File: src/dag_pkg.sv
package dag_pkg;

  // ****************************************************************
  // instruction word layout
  // ****************************************************************
  localparam int INSTR_W = 16;
  localparam int MODE_POS = 7;
  localparam int CTL_INC_POS = 5;
  localparam int CTL_DEC_POS = 4;
  localparam int CTL_KEEP_POS = 3;
  localparam int CTL_NEWSEL_POS = 0;
  localparam logic [6:0] CTL_RSV_MASK = 7'h46;
  localparam int PTR_NUM_POS = 8;
  localparam int ADDR_W = 8;
  localparam int OFS_W = 7;
  localparam int SHIFT_W = 4;
  localparam int MULK_W = 13;
  localparam int IMM8_W = 8;

  // ****************************************************************
  // opcode values of the high byte
  // ****************************************************************
  localparam logic [3:0] OPC_ADD_SHIFT_HI = 4'h0;
  localparam logic [2:0] OPC_MUL_IMM_HI = 3'h4;
  localparam logic [3:0] OPC_BRANCH_HI = 4'hf;
  localparam logic [7:0] OPC_NO_OPERAND = 8'h7f;
  localparam logic [7:0] OPC_ACC_LOAD_IMM = 8'h7e;
  localparam logic [6:0] OPC_LOAD_PTR_HI = 7'h1c;
  localparam logic [6:0] OPC_STORE_PTR_HI = 7'h18;
  localparam logic [6:0] OPC_LOAD_PTR_IMM_HI = 7'h38;
  localparam logic [7:0] OPC_LOAD_PAGE = 8'h6f;
  localparam logic [7:0] OPC_LOAD_PAGE_IMM = 8'h6e;
  localparam logic [7:0] OPC_LOAD_STATUS = 8'h7b;
  localparam logic [7:0] OPC_STORE_STATUS = 8'h7c;
  localparam logic [7:0] OPC_LOAD_SELECT_IMM = 8'h6a;
  localparam logic [7:0] OPC_MODIFY_PTR = 8'h68;

  // ****************************************************************
  // operation classes
  // ****************************************************************
  typedef enum logic [3:0] {
    DAG_OP_OTHER = 4'h0,
    DAG_OP_ADD_SHIFT = 4'h1,
    DAG_OP_LOAD_PAGE = 4'h2,
    DAG_OP_LOAD_PAGE_IMM = 4'h3,
    DAG_OP_LOAD_STATUS = 4'h4,
    DAG_OP_STORE_STATUS = 4'h5,
    DAG_OP_LOAD_PTR = 4'h6,
    DAG_OP_LOAD_PTR_IMM = 4'h7,
    DAG_OP_LOAD_SELECT_IMM = 4'h8,
    DAG_OP_MODIFY_PTR = 4'h9,
    DAG_OP_STORE_PTR = 4'ha,
    DAG_OP_ACC_LOAD_IMM = 4'hb,
    DAG_OP_MUL_IMM = 4'hc,
    DAG_OP_BRANCH = 4'hd,
    DAG_OP_NO_OPERAND = 4'he
  } dag_op_t;

  // ****************************************************************
  // status word and apb map
  // ****************************************************************
  localparam int STAT_PAGE_POS = 0;
  localparam int STAT_SEL_POS = 1;
  localparam int STAT_RSV_POS = 2;
  localparam logic [7:0] REG_STATUS_OFS = 8'h00;
  localparam logic [7:0] REG_PTR0_OFS = 8'h04;
  localparam logic [7:0] REG_PTR1_OFS = 8'h08;
  localparam logic [7:0] REG_LAST_ADDR_OFS = 8'h0c;
  localparam logic [7:0] REG_ACC_OFS = 8'h10;
  localparam logic RST_PAGE = 1'b0;
  localparam logic RST_SEL = 1'b0;
  localparam logic [7:0] RST_PTR = 8'h00;

endpackage

File: src/dag_dec_if.sv
`timescale 1ns/1ps
interface dag_dec_if;
  logic mem_op;
  logic indirect;
  dag_pkg::dag_op_t op;
  logic [dag_pkg::OFS_W-1:0] offset;
  logic inc;
  logic dec;
  logic keep_sel;
  logic new_sel;
  logic ptr_num;
  logic rsv_bad;
  logic [dag_pkg::IMM8_W-1:0] imm8;
  logic [dag_pkg::MULK_W-1:0] mulk;
  logic [dag_pkg::SHIFT_W-1:0] shift;

  modport dec_mp (
    output mem_op, indirect, op, offset, inc, dec, keep_sel, new_sel,
    output ptr_num, rsv_bad, imm8, mulk, shift
  );
  modport core_mp (
    input mem_op, indirect, op, offset, inc, dec, keep_sel, new_sel,
    input ptr_num, rsv_bad, imm8, mulk, shift
  );
endinterface

File: src/dag_top.sv
// What this block does
// (RULE1) direct address is page bit over offset
// (RULE2) bits 15-8 opcode; bit7 zero means direct
// (RULE3) bit7 one means indirect pointer control
// (RULE4) indirect address is selected pointer low byte
// (RULE5) select bit zero picks pointer zero, else one
// (RULE6) control bit3 clear copies bit0 into select
// (RULE7) control bit5 alone increments active pointer afterwards
// (RULE8) control bit4 alone decrements active pointer afterwards
// (RULE9) bits 5,4 clear leave pointers alone
// (RULE10) source keeps reserved bits 6,2,1 zero
// (RULE11) update runs in parallel, access uses old
// (RULE12) software must load page bit itself
// (RULE13) page bit loadable by three ops, storable
// (RULE14) branch, immediate, no-operand skip modes
// (RULE15) five immediates single cycle, constants from word
// (RULE16) add-with-shift count comes from bits 11-8
// (RULE17) pointers hold 8 bits; load, modify, store
// (RULE18) acc immediate load zeroes upper bits
// (RULE19) prefix 100 marks multiply immediate, 13-bit constant
// (RULE20) pointer steps wrap modulo 256, no flag
`timescale 1ns/1ps
module dag_top #(
  parameter int ACC_W = 32,
  parameter int PTR_W = 8
) (
  // clock and reset
  input wire logic clk_i,
  input wire logic rst_n_i,
  // instruction issue
  input wire logic [dag_pkg::INSTR_W-1:0] instr_i,
  input wire logic instr_valid_i,
  // data ram
  output logic [dag_pkg::ADDR_W-1:0] dmem_addr_o,
  output logic dmem_en_o,
  output logic dmem_we_o,
  output logic [dag_pkg::INSTR_W-1:0] dmem_wdata_o,
  input wire logic [dag_pkg::INSTR_W-1:0] dmem_rdata_i,
  // datapath side
  output logic [ACC_W-1:0] acc_o,
  output logic add_go_o,
  output logic [dag_pkg::SHIFT_W-1:0] add_shift_o,
  output logic mul_go_o,
  output logic [dag_pkg::MULK_W-1:0] mul_const_o,
  // apb slave
  input wire logic psel_i,
  input wire logic penable_i,
  input wire logic pwrite_i,
  input wire logic [7:0] paddr_i,
  input wire logic [31:0] pwdata_i,
  output logic [31:0] prdata_o,
  output logic pready_o,
  output logic pslverr_o
);

  // ****************************************************************
  // elaboration checks
  // ****************************************************************
  if (ACC_W < dag_pkg::IMM8_W || ACC_W > 32)
    $error("dag_top: ACC_W must lie between 8 and the 32-bit bus width");
  if (PTR_W != dag_pkg::ADDR_W)
    $error("dag_top: PTR_W must equal the 8-bit data address width");

  // ****************************************************************
  // decode
  // ****************************************************************
  dag_dec_if dec_if ();

  dag_decode u_decode (
    .instr_i(instr_i),
    .dec(dec_if)
  );

  // ****************************************************************
  // state
  // ****************************************************************
  logic page_reg;
  logic sel_reg;
  logic rsv_reg;
  logic [PTR_W-1:0] ptr_reg [2];
  logic [PTR_W-1:0] ptr_next [2];
  logic [ACC_W-1:0] acc_reg;
  logic [dag_pkg::ADDR_W-1:0] addr_reg;
  logic men_reg;
  logic mwe_reg;
  logic [dag_pkg::INSTR_W-1:0] wdata_reg;
  logic add_reg;
  logic [dag_pkg::SHIFT_W-1:0] shift_reg;
  logic mul_reg;
  logic [dag_pkg::MULK_W-1:0] mulk_reg;
  logic ld_page_reg;
  logic ld_stat_reg;
  logic ld_ptr_reg;
  logic ld_num_reg;
  logic [31:0] prdata_reg;

  // ****************************************************************
  // apb decode
  // ****************************************************************
  // true when the offset names a mapped register
  function automatic logic dag_reg_hit(input logic [7:0] a);
    dag_reg_hit = (a == dag_pkg::REG_STATUS_OFS) || (a == dag_pkg::REG_PTR0_OFS) ||
                  (a == dag_pkg::REG_PTR1_OFS) || (a == dag_pkg::REG_LAST_ADDR_OFS) ||
                  (a == dag_pkg::REG_ACC_OFS);
  endfunction

  logic apb_wr;
  logic wr_status;
  logic [1:0] wr_ptr;
  logic [31:0] rd_mux;

  // write strobe lands on the access edge only
  assign apb_wr = psel_i & penable_i & pwrite_i & dag_reg_hit(paddr_i);
  assign wr_status = apb_wr & (paddr_i == dag_pkg::REG_STATUS_OFS);
  assign wr_ptr[0] = apb_wr & (paddr_i == dag_pkg::REG_PTR0_OFS);
  assign wr_ptr[1] = apb_wr & (paddr_i == dag_pkg::REG_PTR1_OFS);
  assign pready_o = 1'b1;
  assign pslverr_o = psel_i & penable_i & ~dag_reg_hit(paddr_i);

  // ****************************************************************
  // instruction qualifiers
  // ****************************************************************
  logic go;
  logic step;
  logic [dag_pkg::ADDR_W-1:0] eff_addr;
  logic [dag_pkg::INSTR_W-1:0] status_word;
  logic sel_now;

  assign go = instr_valid_i;
  assign sel_now = sel_reg; // [RULE5]
  // indirect access steps the active pointer only when exactly one of bits 5,4 is set
  assign step = go & dec_if.indirect & (dec_if.inc ^ dec_if.dec); // [RULE9]
  // old pointer or page feeds the access, updates land at the edge
  assign eff_addr = dec_if.indirect ? ptr_reg[sel_now][dag_pkg::ADDR_W-1:0] // [RULE4] [RULE11]
                                    : {page_reg, dec_if.offset}; // [RULE1]
  // status word as stored to memory
  always_comb
  begin
    status_word = 16'h0000;
    status_word[dag_pkg::STAT_PAGE_POS] = page_reg; // [RULE13]
    status_word[dag_pkg::STAT_SEL_POS] = sel_reg;
  end

  // ****************************************************************
  // page bit
  // ****************************************************************
  // newer instruction wins over a memory load landing at the same edge
  always_ff @(posedge clk_i or negedge rst_n_i)
  begin
    if (!rst_n_i)
      page_reg <= dag_pkg::RST_PAGE;
    else if (go && dec_if.op == dag_pkg::DAG_OP_LOAD_PAGE_IMM)
      page_reg <= dec_if.imm8[0]; // [RULE13] [RULE15]
    else if (ld_page_reg)
      page_reg <= dmem_rdata_i[0]; // [RULE13]
    else if (ld_stat_reg)
      page_reg <= dmem_rdata_i[dag_pkg::STAT_PAGE_POS]; // [RULE13]
    else if (wr_status)
      page_reg <= pwdata_i[dag_pkg::STAT_PAGE_POS];
  end

  // ****************************************************************
  // pointer select bit
  // ****************************************************************
  // reselection takes effect after the current access
  always_ff @(posedge clk_i or negedge rst_n_i)
  begin
    if (!rst_n_i)
      sel_reg <= dag_pkg::RST_SEL;
    else if (go && dec_if.indirect && !dec_if.keep_sel)
      sel_reg <= dec_if.new_sel; // [RULE6] [RULE11]
    else if (go && dec_if.op == dag_pkg::DAG_OP_LOAD_SELECT_IMM)
      sel_reg <= dec_if.imm8[0]; // [RULE15]
    else if (ld_stat_reg)
      sel_reg <= dmem_rdata_i[dag_pkg::STAT_SEL_POS];
    else if (wr_status)
      sel_reg <= pwdata_i[dag_pkg::STAT_SEL_POS];
  end

  // ****************************************************************
  // reserved-bit sticky flag
  // ****************************************************************
  // set wins over a write-one clear in the same cycle
  always_ff @(posedge clk_i or negedge rst_n_i)
  begin
    if (!rst_n_i)
      rsv_reg <= 1'b0;
    else if (go && dec_if.rsv_bad)
      rsv_reg <= 1'b1; // [RULE10]
    else if (wr_status && pwdata_i[dag_pkg::STAT_RSV_POS])
      rsv_reg <= 1'b0;
  end

  // ****************************************************************
  // auxiliary pointers
  // ****************************************************************
  for (genvar i = 0; i < 2; i++)
  begin : g_ptr
    // next value: immediate load, step, memory load, then apb
    always_comb
    begin
      ptr_next[i] = ptr_reg[i];
      if (go && dec_if.op == dag_pkg::DAG_OP_LOAD_PTR_IMM && dec_if.ptr_num == 1'(i))
        ptr_next[i] = dec_if.imm8; // [RULE15] [RULE17]
      else if (step && sel_now == 1'(i) && dec_if.inc)
        ptr_next[i] = ptr_reg[i] + 8'h01; // [RULE7] [RULE20]
      else if (step && sel_now == 1'(i) && dec_if.dec)
        ptr_next[i] = ptr_reg[i] - 8'h01; // [RULE8] [RULE20]
      else if (ld_ptr_reg && ld_num_reg == 1'(i))
        ptr_next[i] = dmem_rdata_i[PTR_W-1:0]; // [RULE17]
      else if (wr_ptr[i])
        ptr_next[i] = pwdata_i[PTR_W-1:0];
    end

    // pointer storage
    always_ff @(posedge clk_i or negedge rst_n_i)
    begin
      if (!rst_n_i)
        ptr_reg[i] <= dag_pkg::RST_PTR;
      else
        ptr_reg[i] <= ptr_next[i]; // [RULE11] [RULE17]
    end
  end

  // ****************************************************************
  // data ram request
  // ****************************************************************
  // one access per memory-operand instruction except modify-pointer, held for one cycle
  always_ff @(posedge clk_i or negedge rst_n_i)
  begin
    if (!rst_n_i)
    begin
      addr_reg <= 8'h00;
      men_reg <= 1'b0;
      mwe_reg <= 1'b0;
      wdata_reg <= 16'h0000;
    end
    else
    begin
      men_reg <= go && dec_if.mem_op && dec_if.op != dag_pkg::DAG_OP_MODIFY_PTR; // [RULE14]
      mwe_reg <= go && (dec_if.op == dag_pkg::DAG_OP_STORE_PTR ||
                        dec_if.op == dag_pkg::DAG_OP_STORE_STATUS);
      if (go && dec_if.mem_op)
        addr_reg <= eff_addr; // [RULE1] [RULE4]
      if (go && dec_if.op == dag_pkg::DAG_OP_STORE_PTR)
        wdata_reg <= {8'h00, ptr_reg[dec_if.ptr_num]}; // [RULE17]
      else if (go && dec_if.op == dag_pkg::DAG_OP_STORE_STATUS)
        wdata_reg <= status_word; // [RULE13]
    end
  end

  // ****************************************************************
  // pending memory loads
  // ****************************************************************
  // read data returns during the access cycle and lands at its end
  always_ff @(posedge clk_i or negedge rst_n_i)
  begin
    if (!rst_n_i)
    begin
      ld_page_reg <= 1'b0;
      ld_stat_reg <= 1'b0;
      ld_ptr_reg <= 1'b0;
      ld_num_reg <= 1'b0;
    end
    else
    begin
      ld_page_reg <= go && dec_if.op == dag_pkg::DAG_OP_LOAD_PAGE; // [RULE13]
      ld_stat_reg <= go && dec_if.op == dag_pkg::DAG_OP_LOAD_STATUS; // [RULE13]
      ld_ptr_reg <= go && dec_if.op == dag_pkg::DAG_OP_LOAD_PTR; // [RULE17]
      ld_num_reg <= dec_if.ptr_num;
    end
  end

  // ****************************************************************
  // accumulator immediate load
  // ****************************************************************
  always_ff @(posedge clk_i or negedge rst_n_i)
  begin
    if (!rst_n_i)
      acc_reg <= '0;
    else if (go && dec_if.op == dag_pkg::DAG_OP_ACC_LOAD_IMM)
      acc_reg <= {{(ACC_W-dag_pkg::IMM8_W){1'b0}}, dec_if.imm8}; // [RULE18] [RULE15]
  end

  // ****************************************************************
  // datapath strobes
  // ****************************************************************
  // shift count and multiply constant travel with one-cycle strobes
  always_ff @(posedge clk_i or negedge rst_n_i)
  begin
    if (!rst_n_i)
    begin
      add_reg <= 1'b0;
      shift_reg <= 4'h0;
      mul_reg <= 1'b0;
      mulk_reg <= 13'h0000;
    end
    else
    begin
      add_reg <= go && dec_if.op == dag_pkg::DAG_OP_ADD_SHIFT;
      mul_reg <= go && dec_if.op == dag_pkg::DAG_OP_MUL_IMM; // [RULE19]
      if (go && dec_if.op == dag_pkg::DAG_OP_ADD_SHIFT)
        shift_reg <= dec_if.shift; // [RULE16]
      if (go && dec_if.op == dag_pkg::DAG_OP_MUL_IMM)
        mulk_reg <= dec_if.mulk; // [RULE15] [RULE19]
    end
  end

  // ****************************************************************
  // apb read data
  // ****************************************************************
  // read mux over block state
  always_comb
  begin
    rd_mux = 32'h0000_0000;
    case (paddr_i)
      dag_pkg::REG_STATUS_OFS:
      begin
        rd_mux[dag_pkg::STAT_PAGE_POS] = page_reg;
        rd_mux[dag_pkg::STAT_SEL_POS] = sel_reg;
        rd_mux[dag_pkg::STAT_RSV_POS] = rsv_reg;
      end
      dag_pkg::REG_PTR0_OFS: rd_mux[PTR_W-1:0] = ptr_reg[0];
      dag_pkg::REG_PTR1_OFS: rd_mux[PTR_W-1:0] = ptr_reg[1];
      dag_pkg::REG_LAST_ADDR_OFS: rd_mux[dag_pkg::ADDR_W-1:0] = addr_reg;
      dag_pkg::REG_ACC_OFS: rd_mux[ACC_W-1:0] = acc_reg;
      default: rd_mux = 32'h0000_0000;
    endcase
  end

  // capture in the setup cycle, stable through the access phase
  always_ff @(posedge clk_i or negedge rst_n_i)
  begin
    if (!rst_n_i)
      prdata_reg <= 32'h0000_0000;
    else if (psel_i && !penable_i && !pwrite_i)
      prdata_reg <= rd_mux;
  end

  // ****************************************************************
  // outputs
  // ****************************************************************
  assign dmem_addr_o = addr_reg;
  assign dmem_en_o = men_reg;
  assign dmem_we_o = mwe_reg;
  assign dmem_wdata_o = wdata_reg;
  assign acc_o = acc_reg;
  assign add_go_o = add_reg;
  assign add_shift_o = shift_reg;
  assign mul_go_o = mul_reg;
  assign mul_const_o = mulk_reg;
  assign prdata_o = prdata_reg;

endmodule

File: src/dag_decode.sv
`timescale 1ns/1ps
module dag_decode (
  // instruction word
  input wire logic [dag_pkg::INSTR_W-1:0] instr_i,
  // decoded fields
  dag_dec_if.dec_mp dec
);

  // ****************************************************************
  // opcode classification
  // ****************************************************************
  logic [7:0] hi;
  assign hi = instr_i[15:8];

  // sort the high byte into operation classes
  always_comb
  begin
    dec.op = dag_pkg::DAG_OP_OTHER;
    dec.mem_op = 1'b1;
    if (hi[7:4] == dag_pkg::OPC_ADD_SHIFT_HI)
      dec.op = dag_pkg::DAG_OP_ADD_SHIFT;
    else if (hi[7:5] == dag_pkg::OPC_MUL_IMM_HI)
    begin
      dec.op = dag_pkg::DAG_OP_MUL_IMM; // [RULE19]
      dec.mem_op = 1'b0;
    end
    else if (hi[7:4] == dag_pkg::OPC_BRANCH_HI)
    begin
      dec.op = dag_pkg::DAG_OP_BRANCH; // [RULE14]
      dec.mem_op = 1'b0;
    end
    else if (hi == dag_pkg::OPC_NO_OPERAND)
    begin
      dec.op = dag_pkg::DAG_OP_NO_OPERAND; // [RULE14]
      dec.mem_op = 1'b0;
    end
    else if (hi == dag_pkg::OPC_ACC_LOAD_IMM)
    begin
      dec.op = dag_pkg::DAG_OP_ACC_LOAD_IMM; // [RULE15]
      dec.mem_op = 1'b0;
    end
    else if (hi[7:1] == dag_pkg::OPC_LOAD_PTR_IMM_HI)
    begin
      dec.op = dag_pkg::DAG_OP_LOAD_PTR_IMM; // [RULE15]
      dec.mem_op = 1'b0;
    end
    else if (hi == dag_pkg::OPC_LOAD_PAGE_IMM)
    begin
      dec.op = dag_pkg::DAG_OP_LOAD_PAGE_IMM; // [RULE15]
      dec.mem_op = 1'b0;
    end
    else if (hi == dag_pkg::OPC_LOAD_SELECT_IMM)
    begin
      dec.op = dag_pkg::DAG_OP_LOAD_SELECT_IMM; // [RULE15]
      dec.mem_op = 1'b0;
    end
    else if (hi[7:1] == dag_pkg::OPC_LOAD_PTR_HI)
      dec.op = dag_pkg::DAG_OP_LOAD_PTR;
    else if (hi[7:1] == dag_pkg::OPC_STORE_PTR_HI)
      dec.op = dag_pkg::DAG_OP_STORE_PTR;
    else if (hi == dag_pkg::OPC_LOAD_PAGE)
      dec.op = dag_pkg::DAG_OP_LOAD_PAGE;
    else if (hi == dag_pkg::OPC_LOAD_STATUS)
      dec.op = dag_pkg::DAG_OP_LOAD_STATUS;
    else if (hi == dag_pkg::OPC_STORE_STATUS)
      dec.op = dag_pkg::DAG_OP_STORE_STATUS;
    else if (hi == dag_pkg::OPC_MODIFY_PTR)
      dec.op = dag_pkg::DAG_OP_MODIFY_PTR;
  end

  // ****************************************************************
  // operand fields
  // ****************************************************************
  // mode bit only counts for memory-operand classes
  assign dec.indirect = dec.mem_op & instr_i[dag_pkg::MODE_POS]; // [RULE2] [RULE3] [RULE14]
  assign dec.offset = instr_i[dag_pkg::OFS_W-1:0]; // [RULE2]
  assign dec.inc = instr_i[dag_pkg::CTL_INC_POS]; // [RULE7]
  assign dec.dec = instr_i[dag_pkg::CTL_DEC_POS]; // [RULE8]
  assign dec.keep_sel = instr_i[dag_pkg::CTL_KEEP_POS]; // [RULE6]
  assign dec.new_sel = instr_i[dag_pkg::CTL_NEWSEL_POS]; // [RULE6]
  assign dec.ptr_num = instr_i[dag_pkg::PTR_NUM_POS];
  // reserved control bits seen set by an indirect access
  assign dec.rsv_bad = dec.indirect & (|(instr_i[6:0] & dag_pkg::CTL_RSV_MASK)); // [RULE10]
  assign dec.imm8 = instr_i[dag_pkg::IMM8_W-1:0]; // [RULE15]
  assign dec.mulk = instr_i[dag_pkg::MULK_W-1:0]; // [RULE15] [RULE19]
  assign dec.shift = instr_i[11:8]; // [RULE16]

endmodule

File: config.mk
export PLATFORM = sky130hd
export DESIGN_NAME = dag_top
export DESIGN_NICKNAME = d
export VERILOG_FILES = /design/src/dag_pkg.sv /design/src/dag_dec_if.sv /design/src/dag_top.sv /design/src/dag_decode.sv
export SDC_FILE = /design/constraint.sdc
export NUM_CORES = 1
export LEC_CHECK = 0
export ABC_AREA = 1
export BUFFER_PORTS_ARGS = -buffer_cell sky130_fd_sc_hd__buf_4
export CORE_MARGIN = 4
export CORE_UTILIZATION = 55
export CTS_BUF_LIST = sky130_fd_sc_hd__clkbuf_8
export DETAILED_ROUTE_END_ITERATION = 6
export PLACE_DENSITY = 0.85
export REMOVE_ABC_BUFFERS = 1
export SYNTH_ARGS = -nofsm -noshare
export SYNTH_HDL_FRONTEND = slang
export SYNTH_SLANG_ARGS = --single-unit
File: constraint.sdc
create_clock -name clk_i -period 3.5 [get_ports clk_i]
set_clock_uncertainty 0.2 [all_clocks]
set_input_delay 0.175 -clock clk_i [delete_from_list [all_inputs] [get_ports clk_i]]
set_output_delay 0.175 -clock clk_i [all_outputs]
set_load 0.01 [all_outputs]
# Word level (Yosys, flattened, before mapping)
# Index checks and enable logic that the tools add are counted.
# W data, S select, Z words.
# totals
register_bits,84
inputBits,78
out_inout_bits,111
word_cells,172
# classes
add_sub_neg,4
magnitude_cmp,2
n_eq_ne,29
muxes,53
bitwise_logic,18
n_reduce_logical,47
# op_table
cell,n
$mux W8,17
$eq A8 B7 Y1 const B,8
$mux W4,14
$mux W16,2
$logic_and A1 B1 Y1,30
$eq A4 B4 Y1 const B,5
$pmux W5 S4,1
$mux W1,18
$add A8 B1 Y8 const B,2
$eq A4 B3 Y1 const B,4
$eq A8 B4 Y1 const B,2
$sub A8 B1 Y8 const B,2
$pmux W3 S5,1
$eq A7 B5 Y1 const B,2
$and A1 B1 Y1,11
$reduce_bool A5 Y1,2
$eq A4 B2 Y1 const B,2
$eq A8 B3 Y1 const B,1
$eq A8 B5 Y1 const B,1
$logic_not A8 Y1,1
$reduce_bool A4 Y1,2
$eq A7 B6 Y1 const B,1
$logic_or A1 B1 Y1,5
$eq A4 B1 Y1 const B,1
10 further kinds,18

# Logic depth before layout (Yosys ltp)
# Gate-level depths: netlist of run 1.
# depth
ltp_word,19
depth_mapped,15
ltp_nobuf,14

# By module
# Synthesis of run 1 repeated with hierarchy kept, for this count alone.
# hier_totals
cells_unflattened,912
hier_area_um2,6137.1
# modules_own_cells
module,instances,cells_per_inst,area_each_um2,seq_area_each_um2
dag_top,1,809,5520.3,1901.8
dag_decode,1,103,616.8,0.0

# Least setup slack after synthesis of run 1
# Ideal clock, no wire load.
# synth_path
kind,register to register
start,register sel_reg (netlist: sel_now)
end,register ptr_reg[7] (netlist bit)
setup_ns,0.124
t_arrival_ns,1.690
required_time_ns,3.176
setup_slack_ns,1.486
path_stages_with_launch,9
path_buffers,1
period_less_slack_ns,2.014
cell_sequence,dfrtp_1 -> clkbuf_1 -> clkinv_1 -> nor3_4 -> nand2_4 -> clkinv_2 -> nand2_1 -> nand3_1 -> nand3_1
# synth_between
elab_chain_cells,5
word_cells_on_any_way,7
cone_classes,mux (3); reduce/logical (4)
# synth_rtl
element,line_no,text
"start, declared",dag_top.sv:78,logic sel_reg;
"start signal, assigned",dag_top.sv:169,sel_reg <= dag_pkg::RST_SEL;
"start signal, assigned",dag_top.sv:171,sel_reg <= dec_if.new_sel;
"start signal, assigned",dag_top.sv:173,sel_reg <= dec_if.imm8[0];
$logic_and A1 B1 Y1 (*),"dag_top.sv:205, dag_top.sv:207",
$logic_and A1 B1 Y1,dag_top.sv:207,else if (step && sel_now == 1'(i) && dec_if.dec)
$mux W8,dag_top.sv:207,
$mux W8,dag_top.sv:205,else if (step && sel_now == 1'(i) && dec_if.inc)
$mux W8,dag_top.sv:203,if (go && dec_if.op == dag_pkg::DAG_OP_LOAD_PTR_IMM && dec_if.ptr_num == 1'(i))
"end signal, assigned by index",dag_top.sv:219,ptr_reg[i] <= dag_pkg::RST_PTR;
"end signal, assigned by index",dag_top.sv:221,ptr_reg[i] <= ptr_next[i];
"end, declared",dag_top.sv:80,logic [PTR_W-1:0] ptr_reg [2];
# Every way passes the cells marked *; elsewhere a longest branch is shown, timed or not.
# A chain may end at the register's enable or synchronous reset.

# Worst setup path after layout of run 1
# layout_path
start,input port instr_i[8] (netlist bit)
end,register ptr_reg[2] (netlist bit)
# layout_between
elab_chain_cells,19
word_cells_on_any_way,43
cone_classes,eq/ne (9); mux (25); bitwise (3); reduce/logical (6)
# layout_rtl
element,line_no,text
"start, declared",dag_top.sv:31,"input wire logic [dag_pkg::INSTR_W-1:0] instr_i,"
$eq A8 B7 Y1,dag_decode.sv:67,else if (hi == dag_pkg::OPC_MODIFY_PTR)
$mux W4,dag_decode.sv:67,
$mux W4,dag_decode.sv:65,else if (hi == dag_pkg::OPC_STORE_STATUS)
$mux W4,dag_decode.sv:63,else if (hi == dag_pkg::OPC_LOAD_STATUS)
$mux W4,dag_decode.sv:61,else if (hi == dag_pkg::OPC_LOAD_PAGE)
$mux W4,dag_decode.sv:59,else if (hi[7:1] == dag_pkg::OPC_STORE_PTR_HI)
$mux W4,dag_decode.sv:57,else if (hi[7:1] == dag_pkg::OPC_LOAD_PTR_HI)
$mux W4,dag_decode.sv:52,else if (hi == dag_pkg::OPC_LOAD_SELECT_IMM)
(+2 left out),-,
$mux W4,dag_decode.sv:37,else if (hi == dag_pkg::OPC_ACC_LOAD_IMM)
$mux W4,dag_decode.sv:32,else if (hi == dag_pkg::OPC_NO_OPERAND)
$mux W4,dag_decode.sv:27,else if (hi[7:4] == dag_pkg::OPC_BRANCH_HI)
$mux W4,dag_decode.sv:22,else if (hi[7:5] == dag_pkg::OPC_MUL_IMM_HI)
$mux W4,dag_decode.sv:20,if (hi[7:4] == dag_pkg::OPC_ADD_SHIFT_HI)
$eq A4 B3 Y1,dag_top.sv:203,
$logic_and A1 B1 Y1 (2 in series),dag_top.sv:203,
$reduce_bool A5 Y1 (no source line) or $mux W8 (tied branches),-,
# Several ways; a longest one is shown, not always the timed one.

==> results of run 1 <==
[synth_stat cells (6+ instances only)]
| cell type | count | area (um^2) |
|---|---|---|
| nand3_1 | 40 | 200 |
| dfrtp_1 | 76 | 1900 |
| nand2_1 | 197 | 739 |
| nor2_1 | 39 | 146 |
| o211ai_1 | 20 | 150 |
| nor2_2 | 6 | 37.5 |
| buf_4 | 58 | 435 |
| inv_1 | 85 | 319 |
| nand4_1 | 22 | 138 |
| clkbuf_1 | 15 | 56.3 |
| o22ai_1 | 12 | 75.1 |
| o21ai_0 | 72 | 360 |
| nor3_1 | 15 | 75.1 |
| o21ai_1 | 8 | 40.0 |
| xor2_1 | 17 | 149 |
| o21a_1 | 13 | 97.6 |
[cell type report]
cell class	instances	area share
inverters	95	0.0560
multi-input cells	564	0.444
repair buffers	118	0.144
well taps	133	0.0258
clock inverters	7	0.0154
flip-flops and latches	76	0.295
clock buffers	9	0.0192
[layer usage]
metal | vias up | track usage
met3 | 62 | 0.0606
li1 | 2583 | -
met4 | 0 | 0.114
met1 | 2511 | 0.364
met2 | 317 | 0.449
met5 | - | 0
[cells in the final DEF (no fill, tap or decap), types with 17 or more instances in the layout]
cell and count:
nor2_1 39, nand2_1 197, o21ai_0 72, conb_1 57, o211ai_1 20, inv_1 85, dfrtp_1 76, nand4_1 22
nand3_1 40, xor2_1 17, dlygate4sd3_1 17, buf_4 101
[logic make-up after synthesis]
kind of cell | synth area share
fa+ha+maj | 0.00921
mux | 0.0104
compound gates | 0.149
xor+xnor | 0.0323
simple gates | 0.286
buf+inv | 0.161
other cells | 0.00138
flops | 0.350
[worst max-delay path by stage]
stage	from	end	slack [ns]	cells after the start
detailed placement	instr_i[8]	ptr_reg[9]	1.13	12
global placement	instr_i[8]	ptr_reg[7]	1.18	12
finish	instr_i[8]	ptr_reg[2]	0.87	14
floorplan	sel_now	ptr_reg[7]	1.21	7
CTS	instr_i[8]	ptr_reg[2]	0.94	14
global route	instr_i[12]	ptr_reg[7]	0.69	14
[worst register-to-register path, cell delays in order (launching register included)]
cell and delay, ns:
dfrtp_1 0.36, clkinv_1 0.39, nor3_4 0.52, nor2_2 0.09, nand2_1 0.23, o21ai_0 0.13, inv_1 0.07, nand2_1 0.07
[power groups by stage]
stage / registers [mW] / logic (mW) / clock network (mW)
4_1_cts: 1.22 / 1.03 / 0.764
3_5_place_dp: 1.24 / 1.01 / 0
6_report: 1.23 / 1.05 / 0.759
5_1_grt: 1.25 / 1.17 / 0.798
2_1_floorplan: 1.23 / 0.572 / 0
3_3_place_gp: 1.23 / 0.994 / 0
[timing repair]
| item | CTS | global route |
|---|---|---|
| buffers inserted | 0 | 0 |
| hold buffers | 17 | 0 |
| endpoints found under the hold margin | 107 | 0 |
==> flow_summary_export.csv, run 1 <==
group,metric,value,unit
power,p_sw_frac,0.395,
setup_path,required,3.60,ns
power,p_seq_frac,0.405,
min_path,hold_path.class,"input port to flip-flop",
placement,portBuffers,99,
clocking,cts.clk_slew.worst_paths,0.09,ns
placement,placed_area,6050,um^2
sta,fin_ws,0.866,ns
setup_path,reg2reg_to,"ptr_reg[1]",
placement,gp_congestion,0.962,
setup_path,crit_slowest_cell,"dlygate4sd3_1",
synth,synth_area_per_cell,7.17,um^2
min_path,worstHoldStart,"instr_i[14]",
cells_and_area,nFillCells,841,
synth,yosysWarnings,0,
floorplan,die_h,107,um
route,drc,0,
clocking,cts-buffers-inserted,9,
synth,synthArstFlopShare,1.00,
synth,netlist_area,5430,um^2
sta,rsz0062_at_grt,"false",
placement,preCtsSetupSlack,1.13,ns
route,drt_wl_total,15900,um
synth,netlist-cell-type-count,43,
sta,relSlewSlack,0.350,
cells_and_area,utilization,0.665,
cells_and_area,final_area,6440,um^2
power,switchingPower,1.20,mW
setup_path,critPathMaxFanout,19,
setup_path,critPathMaxStageDelay,0.53,ns
floorplan,pin_count,189,
min_path,hold_end,"mul_const_o[4]",
route,drt_first_iter_violations,475,
cells_and_area,area_growth,18.5,%
sta,fmaxAchievable,380,MHz
sta,tightest_slew,0.971,ns
min_path,hold_depth,3,
sta,hold_viol,0,
cells_and_area,largest_register_ffs,16,
global_routing,gr-usage-all-layers,0.278,
power,intPower,1.84,mW
cells_and_area,fin_cells,1002,
synth,synth-seq-cells,76,
power,total_power,3.05,mW
route,wl_met3,1570,um
route,dr.pass1.iters,5,
setup_path,crit_path_start_kind,"input port",
run,drv_cap,0,
setup_path,cp.arrival,2.73,ns
clocking,cts.repair.resized,0,
setup_path,cp_top_family,"simple AND/OR/NAND/NOR gates",
power,peakVddDrop,0.316,mV
sta,setup_tns,0,ns
sta,holdWs,0.0272,ns
global_routing,grt_overflow_total,0,
synth,ys.flop_type,"dfrtp_1",
synth,syn_inst,757,
cells_and_area,diodes,0,
global_routing,antenna_found_initial,0,
route,met2WireLength,7350,um
sta,min_period_over_period,0.752,
route,vias_per_cell,5.46,
route,num_vias,5473,
setup_path,cpMostUsedCell,"nand2_1",
power,clockPowerShare,0.249,
cells_and_area,drive_gt1_frac,0.173,
cells_and_area,multi_input_area,2860,um^2
placement,placedCellCount,969,
clocking,cts_tree,"built",
setup_path,cp.buffers_inverters,3,
clocking,htree_levels,3,
setup_path,r2r-start,"sel_now",
cells_and_area,register_area,1900,um^2
clocking,cts_sinks,76,
status,status,"finished, final reports clean",
clocking,clk_latency,0.35,ns
synth,yosysSeqAreaShare,0.350,
setup_path,r2r_slack,1.35,ns
clocking,root_buffer,"clkbuf_8",
setup_path,path_class,"input port to flip-flop",
route,m1WireLength,6360,um
power,leakagePower,3.27,nW
sta,min_period,2.63,ns
route,ant_nets,0,
floorplan,fp-row-count,36,
power,combPwrFrac,0.346,
global_routing,grt_max_degree,77,
route,top_layer_used,"met4",
floorplan,die_area,11500,um^2
sta,slew_viol_final,0,
global_routing,grt_pass1_vias,5169,
floorplan,core,9680,um^2
power,power_density,473,nW/um^2
floorplan,die_w,107,um
cells_and_area,final_nets,946,
setup_path,reg2reg_depth,7,
global_routing,grt_first_pass_wirelength,25600,um
placement,dp_hpwl,11500,um
route,wl_per_cell,15.9,um
synth,synth-edff-count,0,
setup_path,cp_cell_sequence,"dlygate4sd3_1 > buf_4 > inv_4 > nand2_2 > nor2_2 > o21ai_1 > nand4_4 > nor2_4 > nand3_2 > nand2_1 > nand3_1 > nand2_1 > nand2_1 > nand2_1",
setup_path,worstSetupEndpointType,"flip-flop",
sta,setup_violations,0,
floorplan,start_util,0.561,
clocking,clockBufferDepth,2,
No activity file was read; power rests on OpenSTA's default activity.
==> run 2: changes to the inputs <==
--- a/config.mk
+++ b/config.mk
@@ -8,10 +8,10 @@
 export ABC_AREA = 1
 export BUFFER_PORTS_ARGS = -buffer_cell sky130_fd_sc_hd__buf_4
 export CORE_MARGIN = 4
-export CORE_UTILIZATION = 55
+export CORE_UTILIZATION = 52
 export CTS_BUF_LIST = sky130_fd_sc_hd__clkbuf_8
 export DETAILED_ROUTE_END_ITERATION = 6
-export PLACE_DENSITY = 0.85
+export PLACE_DENSITY = 0.81
 export REMOVE_ABC_BUFFERS = 1
 export SYNTH_ARGS = -nofsm -noshare
 export SYNTH_HDL_FRONTEND = slang
==> constraint.sdc (replaced) <==
create_clock -name clk_i -period 2.5 [get_ports clk_i]
set_clock_uncertainty 0.2 [all_clocks]
set_input_delay 0.125 -clock clk_i [delete_from_list [all_inputs] [get_ports clk_i]]
set_output_delay 0.125 -clock clk_i [all_outputs]
set_load 0.01 [all_outputs]
==> run 2 against run 1 <==
The run now ends with hold timing left. Utilization decreased by 1.9 points. Register-to-register slack worse by 0.95 ns. Global-route usage decreased by 1.5 points. Clock power rose by 10%. Sequential cell count is the same.
==> flow_summary_export.csv, run 2 (synthesis gave the netlist of run 1 again) <==
group,metric,value,unit
power,leakagePower,3.37,nW
setup_path,worstSetupEndpointType,"flip-flop",
clocking,clockBufferDepth,2,
power,peakVddDrop,0.368,mV
route,wl_per_cell,15.4,um
global_routing,grt_first_pass_wirelength,24500,um
sta,setup_violations,0,
clocking,cts_tree,"built",
clocking,htree_levels,3,
floorplan,start_util,0.531,
sta,slew_viol_final,0,
route,drc,0,
clocking,cts.clk_slew.worst_paths,0.09,ns
sta,fin_ws,0.125,ns
min_path,hold_path.class,"input port to flip-flop",
setup_path,crit_path_start_kind,"input port",
placement,placed_area,6150,um^2
setup_path,critPathMaxFanout,8,
status,violations,"hold timing",
placement,dp_hpwl,11700,um
floorplan,core,10200,um^2
sta,hold_viol,1,
run,drv_cap,0,
sta,holdWs,-0.00729,ns
cells_and_area,final_nets,968,
setup_path,r2r_slack,0.40,ns
clocking,cts-buffers-inserted,9,
route,drt_wl_total,15800,um
placement,preCtsSetupSlack,0.273,ns
global_routing,grt_overflow_total,0,
cells_and_area,final_area,6610,um^2
floorplan,die_w,110,um
global_routing,gr-usage-all-layers,0.263,
sta,min_period_over_period,0.950,
cells_and_area,largest_register_ffs,16,
status,status,"complete, but fails checks",
power,power_density,615,nW/um^2
placement,gp_congestion,0.944,
setup_path,path_class,"input port to flip-flop",
cells_and_area,layout_commonest_cell,"nand2_1",
route,vias_per_cell,5.30,
global_routing,use_met2,0.430,
floorplan,die_h,110,um
route,num_vias,5435,
floorplan,pin_count,189,
route,drt_first_iter_violations,431,
sta,fmaxAchievable,421,MHz
clocking,cts_sinks,76,
cells_and_area,area_growth,21.7,%
clocking,root_buffer,"clkbuf_8",
route,ant_nets,0,
global_routing,grt_pass1_vias,5016,
setup_path,required,2.57,ns
global_routing,antenna_found_initial,0,
global_routing,busiest_layer,"met2",
global_routing,gr-usage-met1,0.344,
sta,min_period,2.38,ns
sta,tightest_slew,0.959,ns
global_routing,grtUsageMet3,0.0524,
setup_path,cp.arrival,2.44,ns
global_routing,grt_max_degree,77,
cells_and_area,diodes,0,
placement,portBuffers,99,
floorplan,die_area,12100,um^2
clocking,clk_latency,0.35,ns
route,dr.pass1.iters,5,
cells_and_area,nFillCells,934,
sta,relSlewSlack,0.361,
floorplan,fp-row-count,37,
cells_and_area,final_cell_mix,"nand2_1, buf_4, inv_1",
cells_and_area,drive_gt1_frac,0.198,
run 2: cell count changes in the layout (fill, tap and decap cells not counted), moves of 2 or more:
cell and change:
clkinvlp_4 +2, buf_6 +3, buf_4 +16, nand2_1 -4, bufinv_16 -2, clkinv_4 -2, nand2_2 +4, nor2_1 -2
run 2: power breakdown:
part | internal, mW | leakage (nW) | switching, mW
registers | 1.45 | 0.941 | 0.266
clock network | 0.354 | 0.0775 | 0.482
logic | 0.608 | 2.35 | 0.906
run 2: metrics by stage:
stage                     instances  setup TNS (ns)  power [mW]  utilization
after floorplan                 735               0        2.52            -
after global placement          986               0        3.16        0.602
after detailed placement        986               0        3.18        0.602
after CTS                      1020               0        4.03        0.636
after global routing           1026         -0.0152        4.32        0.646
final                          1026               0        4.06        0.646
run 2: worst max-delay path: stages:
cell,delay (ns)
dlygate4sd3_1,0.53
buf_4,0.14
inv_1,0.11
nor2_1,0.08
nand3_2,0.11
nand2_2,0.07
nor2_4,0.13
nand4_4,0.17
nor3_4,0.36
buf_6,0.15
nor2_2,0.04
nor2_4,0.22
nand2_1,0.08
o211ai_1,0.09
run 2: cell type report:
cell class / count / area [um^2] / area share
Sequential cell: 76 / 1900 / 0.288
Clock buffer: 9 / 124 / 0.0187
Multi-Input combinational cell: 564 / 2880 / 0.436
Inverter: 95 / 362 / 0.0547
Clock inverter: 6 / 41.3 / 0.00625
Timing Repair Buffer: 140 / 1120 / 0.170
Tap cell: 136 / 170 / 0.0258
run 2: worst paths after layout:
| kind | depth (start not counted) | endpoint | from |
|---|---|---|---|
| worst max-delay path | 14 | ptr_reg[0] | instr_i[12] |
| worst min-delay path | 3 | rsv_reg | instr_valid_i |
| worst max register to register | 12 | ptr_reg[14] | ptr_reg[9] |
| worst min register to register | 2 | prdata_o[1] | prdata_o[1] |
| max in group asynchronous | 2 | ptr_reg[13] | rst_n_i |
| min in group asynchronous | 2 | mul_const_o[2] | rst_n_i |
run 2: timing repair:
action / in CTS / in global routing
endpoints found under the hold margin: 122 / 0
hold buffers: 19 / 0
gates resized for setup: 0 / 13
buffers inserted: 0 / 6
setup endpoints to repair: 0 / 14
run 2: routing by layer:
| layer | share of wire | vias up |
|---|---|---|
| met2 | 0.47 | 272 |
| met4 | 0.029 | 0 |
| met5 | 0 | - |
| met3 | 0.096 | 39 |
| li1 | - | 2622 |
| met1 | 0.41 | 2502 |
==> run 3: changes to the inputs <==
==> constraint.sdc (replaced) <==
create_clock -name clk_i -period 2.5 [get_ports clk_i]
set_clock_uncertainty 0.2 [all_clocks]
set_input_delay 0.25 -clock clk_i [delete_from_list [all_inputs] [get_ports clk_i]]
set_output_delay 0.25 -clock clk_i [all_outputs]
set_load 0.01 [all_outputs]
==> run 3 against run 2 <==
The flow now finishes without violations. Sequential share of layout area increased by 0.15 points. Hold slack better by 0.022 ns. Final area fell by 0.51%. Setup slack got worse by 0.059 ns. Via count rose by 0.44%. Clock-buffer cell count stayed put. Register-to-register slack is essentially flat. Utilization decreased by 0.33 points. Die area is the same. Total power is 6.0% higher. Wire length fell by 0.11%. Critical path type unchanged.
==> flow_summary_export.csv, run 3 (synthesis gave the netlist of run 1 again) <==
group,metric,value,unit
setup_path,cp_top_family,"simple AND/OR/NAND/NOR gates",
sta,fmaxAchievable,411,MHz
placement,preCtsSetupSlack,0.192,ns
route,drt_wl_total,15800,um
clocking,clk_latency,0.35,ns
floorplan,fp-row-count,37,
sta,slew_viol_final,0,
placement,portBuffers,99,
setup_path,critPathMaxStageDelay,0.54,ns
global_routing,grt_pass1_vias,4887,
cells_and_area,diodes,0,
setup_path,reg2reg_depth,12,
route,vias_per_cell,5.35,
clocking,root_buffer,"clkbuf_8",
floorplan,pin_count,189,
setup_path,critPathMaxFanout,8,
cells_and_area,final_cell_mix,"nand2_1, buf_4, inv_1",
sta,hold_viol,0,
global_routing,grt_max_degree,42,
route,drt_first_iter_violations,517,
sta,min_period_over_period,0.974,
setup_path,reg2reg_to,"ptr_reg[14]",
floorplan,die_area,12100,um^2
setup_path,worstSetupEndpointType,"flip-flop",
clocking,cts_tree,"built",
setup_path,cp.buffers_inverters,4,
clocking,cts-buffers-inserted,9,
placement,dp_hpwl,12000,um
global_routing,gr-usage-all-layers,0.266,
status,status,"finished, final reports clean",
min_path,hold_depth,4,
sta,fin_ws,0.0660,ns
cells_and_area,final_nets,961,
setup_path,crit_path_start_kind,"input port",
setup_path,path_class,"input port to flip-flop",
cells_and_area,layout_commonest_cell,"nand2_1",
floorplan,start_util,0.531,
setup_path,r2r-start,"ptr_reg[9]",
clocking,htree_levels,3,
setup_path,crit_slowest_cell,"dlygate4sd3_1",
sta,min_period,2.43,ns
min_path,worstHoldStart,"instr_i[13]",
sta,relSlewSlack,0.576,
cells_and_area,final_area,6570,um^2
clocking,cts_sinks,76,
global_routing,grt_first_pass_wirelength,25000,um
setup_path,required,2.59,ns
route,ant_nets,0,
setup_path,cpMostUsedCell,"nand2_2",
clocking,clockBufferDepth,2,
power,leakagePower,3.37,nW
floorplan,die_w,110,um
global_routing,antenna_found_initial,0,
floorplan,die_h,110,um
route,drc,0,
min_path,hold_path.class,"input port to flip-flop",
route,dr.pass1.iters,6,
cells_and_area,area_growth,21.0,%
cells_and_area,nFillCells,936,
min_path,hold_end,"add_go_o",
floorplan,core,10200,um^2
global_routing,grt_overflow_total,0,
placement,gp_congestion,0.967,
clocking,cts.clk_slew.worst_paths,0.08,ns
route,num_vias,5459,
cells_and_area,largest_register_ffs,16,
setup_path,cp_cell_sequence,"dlygate4sd3_1 > buf_6 > inv_4 > nand2_2 > nor2_2 > nand2_2 > nand2_1 > nor2_4 > nand4_4 > nor3_4 > buf_4 > nor2_2 > nor2_4 > nand3_2 > nand2_2",
sta,tightest_slew,0.631,ns
power,peakVddDrop,0.462,mV
cells_and_area,drive_gt1_frac,0.205,
placement,placed_area,6220,um^2
sta,setup_violations,0,
setup_path,cp.arrival,2.52,ns
power,power_density,655,nW/um^2
setup_path,r2r_slack,0.39,ns
run,drv_cap,0,
route,wl_per_cell,15.5,um
run 3: how the worst max path moves through the flow:
stage / end / slack [ns] / cells after the start / start
2_1_floorplan: ptr_reg[7] / 0.21 / 7 / sel_now
3_3_place_gp: ptr_reg[9] / 0.18 / 13 / instr_i[13]
3_5_place_dp: ptr_reg[13] / 0.19 / 14 / instr_i[13]
4_1_cts: ptr_reg[13] / 0.05 / 16 / instr_i[8]
5_1_grt: ptr_reg[0] / -0.04 / 15 / instr_i[8]
6_report: ptr_reg[1] / 0.07 / 15 / instr_i[8]
run 3: stage by stage:
stage               hold WS (ns)  TNS [ns]  total power [mW]  cells  utilization
floorplan                 -0.246         0              2.52    735            -
global placement          0.0375         0              3.19    992        0.608
detailed placement        0.0392         0              3.21    992        0.608
CTS                      0.00359         0              4.27   1011        0.633
global route             0.00726    -0.177              4.57   1020        0.643
finish                    0.0142         0              4.31   1020        0.643
run 3: timing repair:
item / 4_1_cts / 5_1_grt
gates resized for setup: 0 / 4
buffers inserted: 0 / 9
endpoints found under the hold margin: 37 / 0
hold buffers: 3 / 0
setup endpoints to repair: 0 / 14
run 3: power by group:
| part | switching (mW) | total [mW] | internal, mW |
|---|---|---|---|
| combinational | 0.930 | 1.54 | 0.614 |
| sequential | 0.263 | 1.71 | 1.45 |
| clock | 0.485 | 1.05 | 0.569 |
| total | 1.68 | 4.31 | 2.63 |
run 3: cell type report:
cell class,count,area (um^2),share of cell area
clock buffers,9,124,0.0188
clock inverters,7,98.8,0.0150
inverters,95,360,0.0548
multi-input cells,564,2870,0.437
flip-flops and latches,76,1900,0.289
well taps,136,170,0.0259
repair buffers,133,1050,0.159
run 3: worst reg2reg max path, delay by kind of cell, from the launching register on:
| family | cells | cell delay [ns] |
|---|---|---|
| and+or+nand+nor | 8 | 0.77 |
| adders and majority gates | 1 | 0.21 |
| xor gates and xnor gates | 1 | 0.17 |
| buffers and inverters | 2 | 0.23 |
| DFF | 1 | 0.43 |
run 3: layer usage:
layer / part of all wire / global-route usage
met1: 0.41 / 0.365
met2: 0.46 / 0.427
met3: 0.10 / 0.0507
met4: 0.027 / 0.0827
met5: 0 / 0
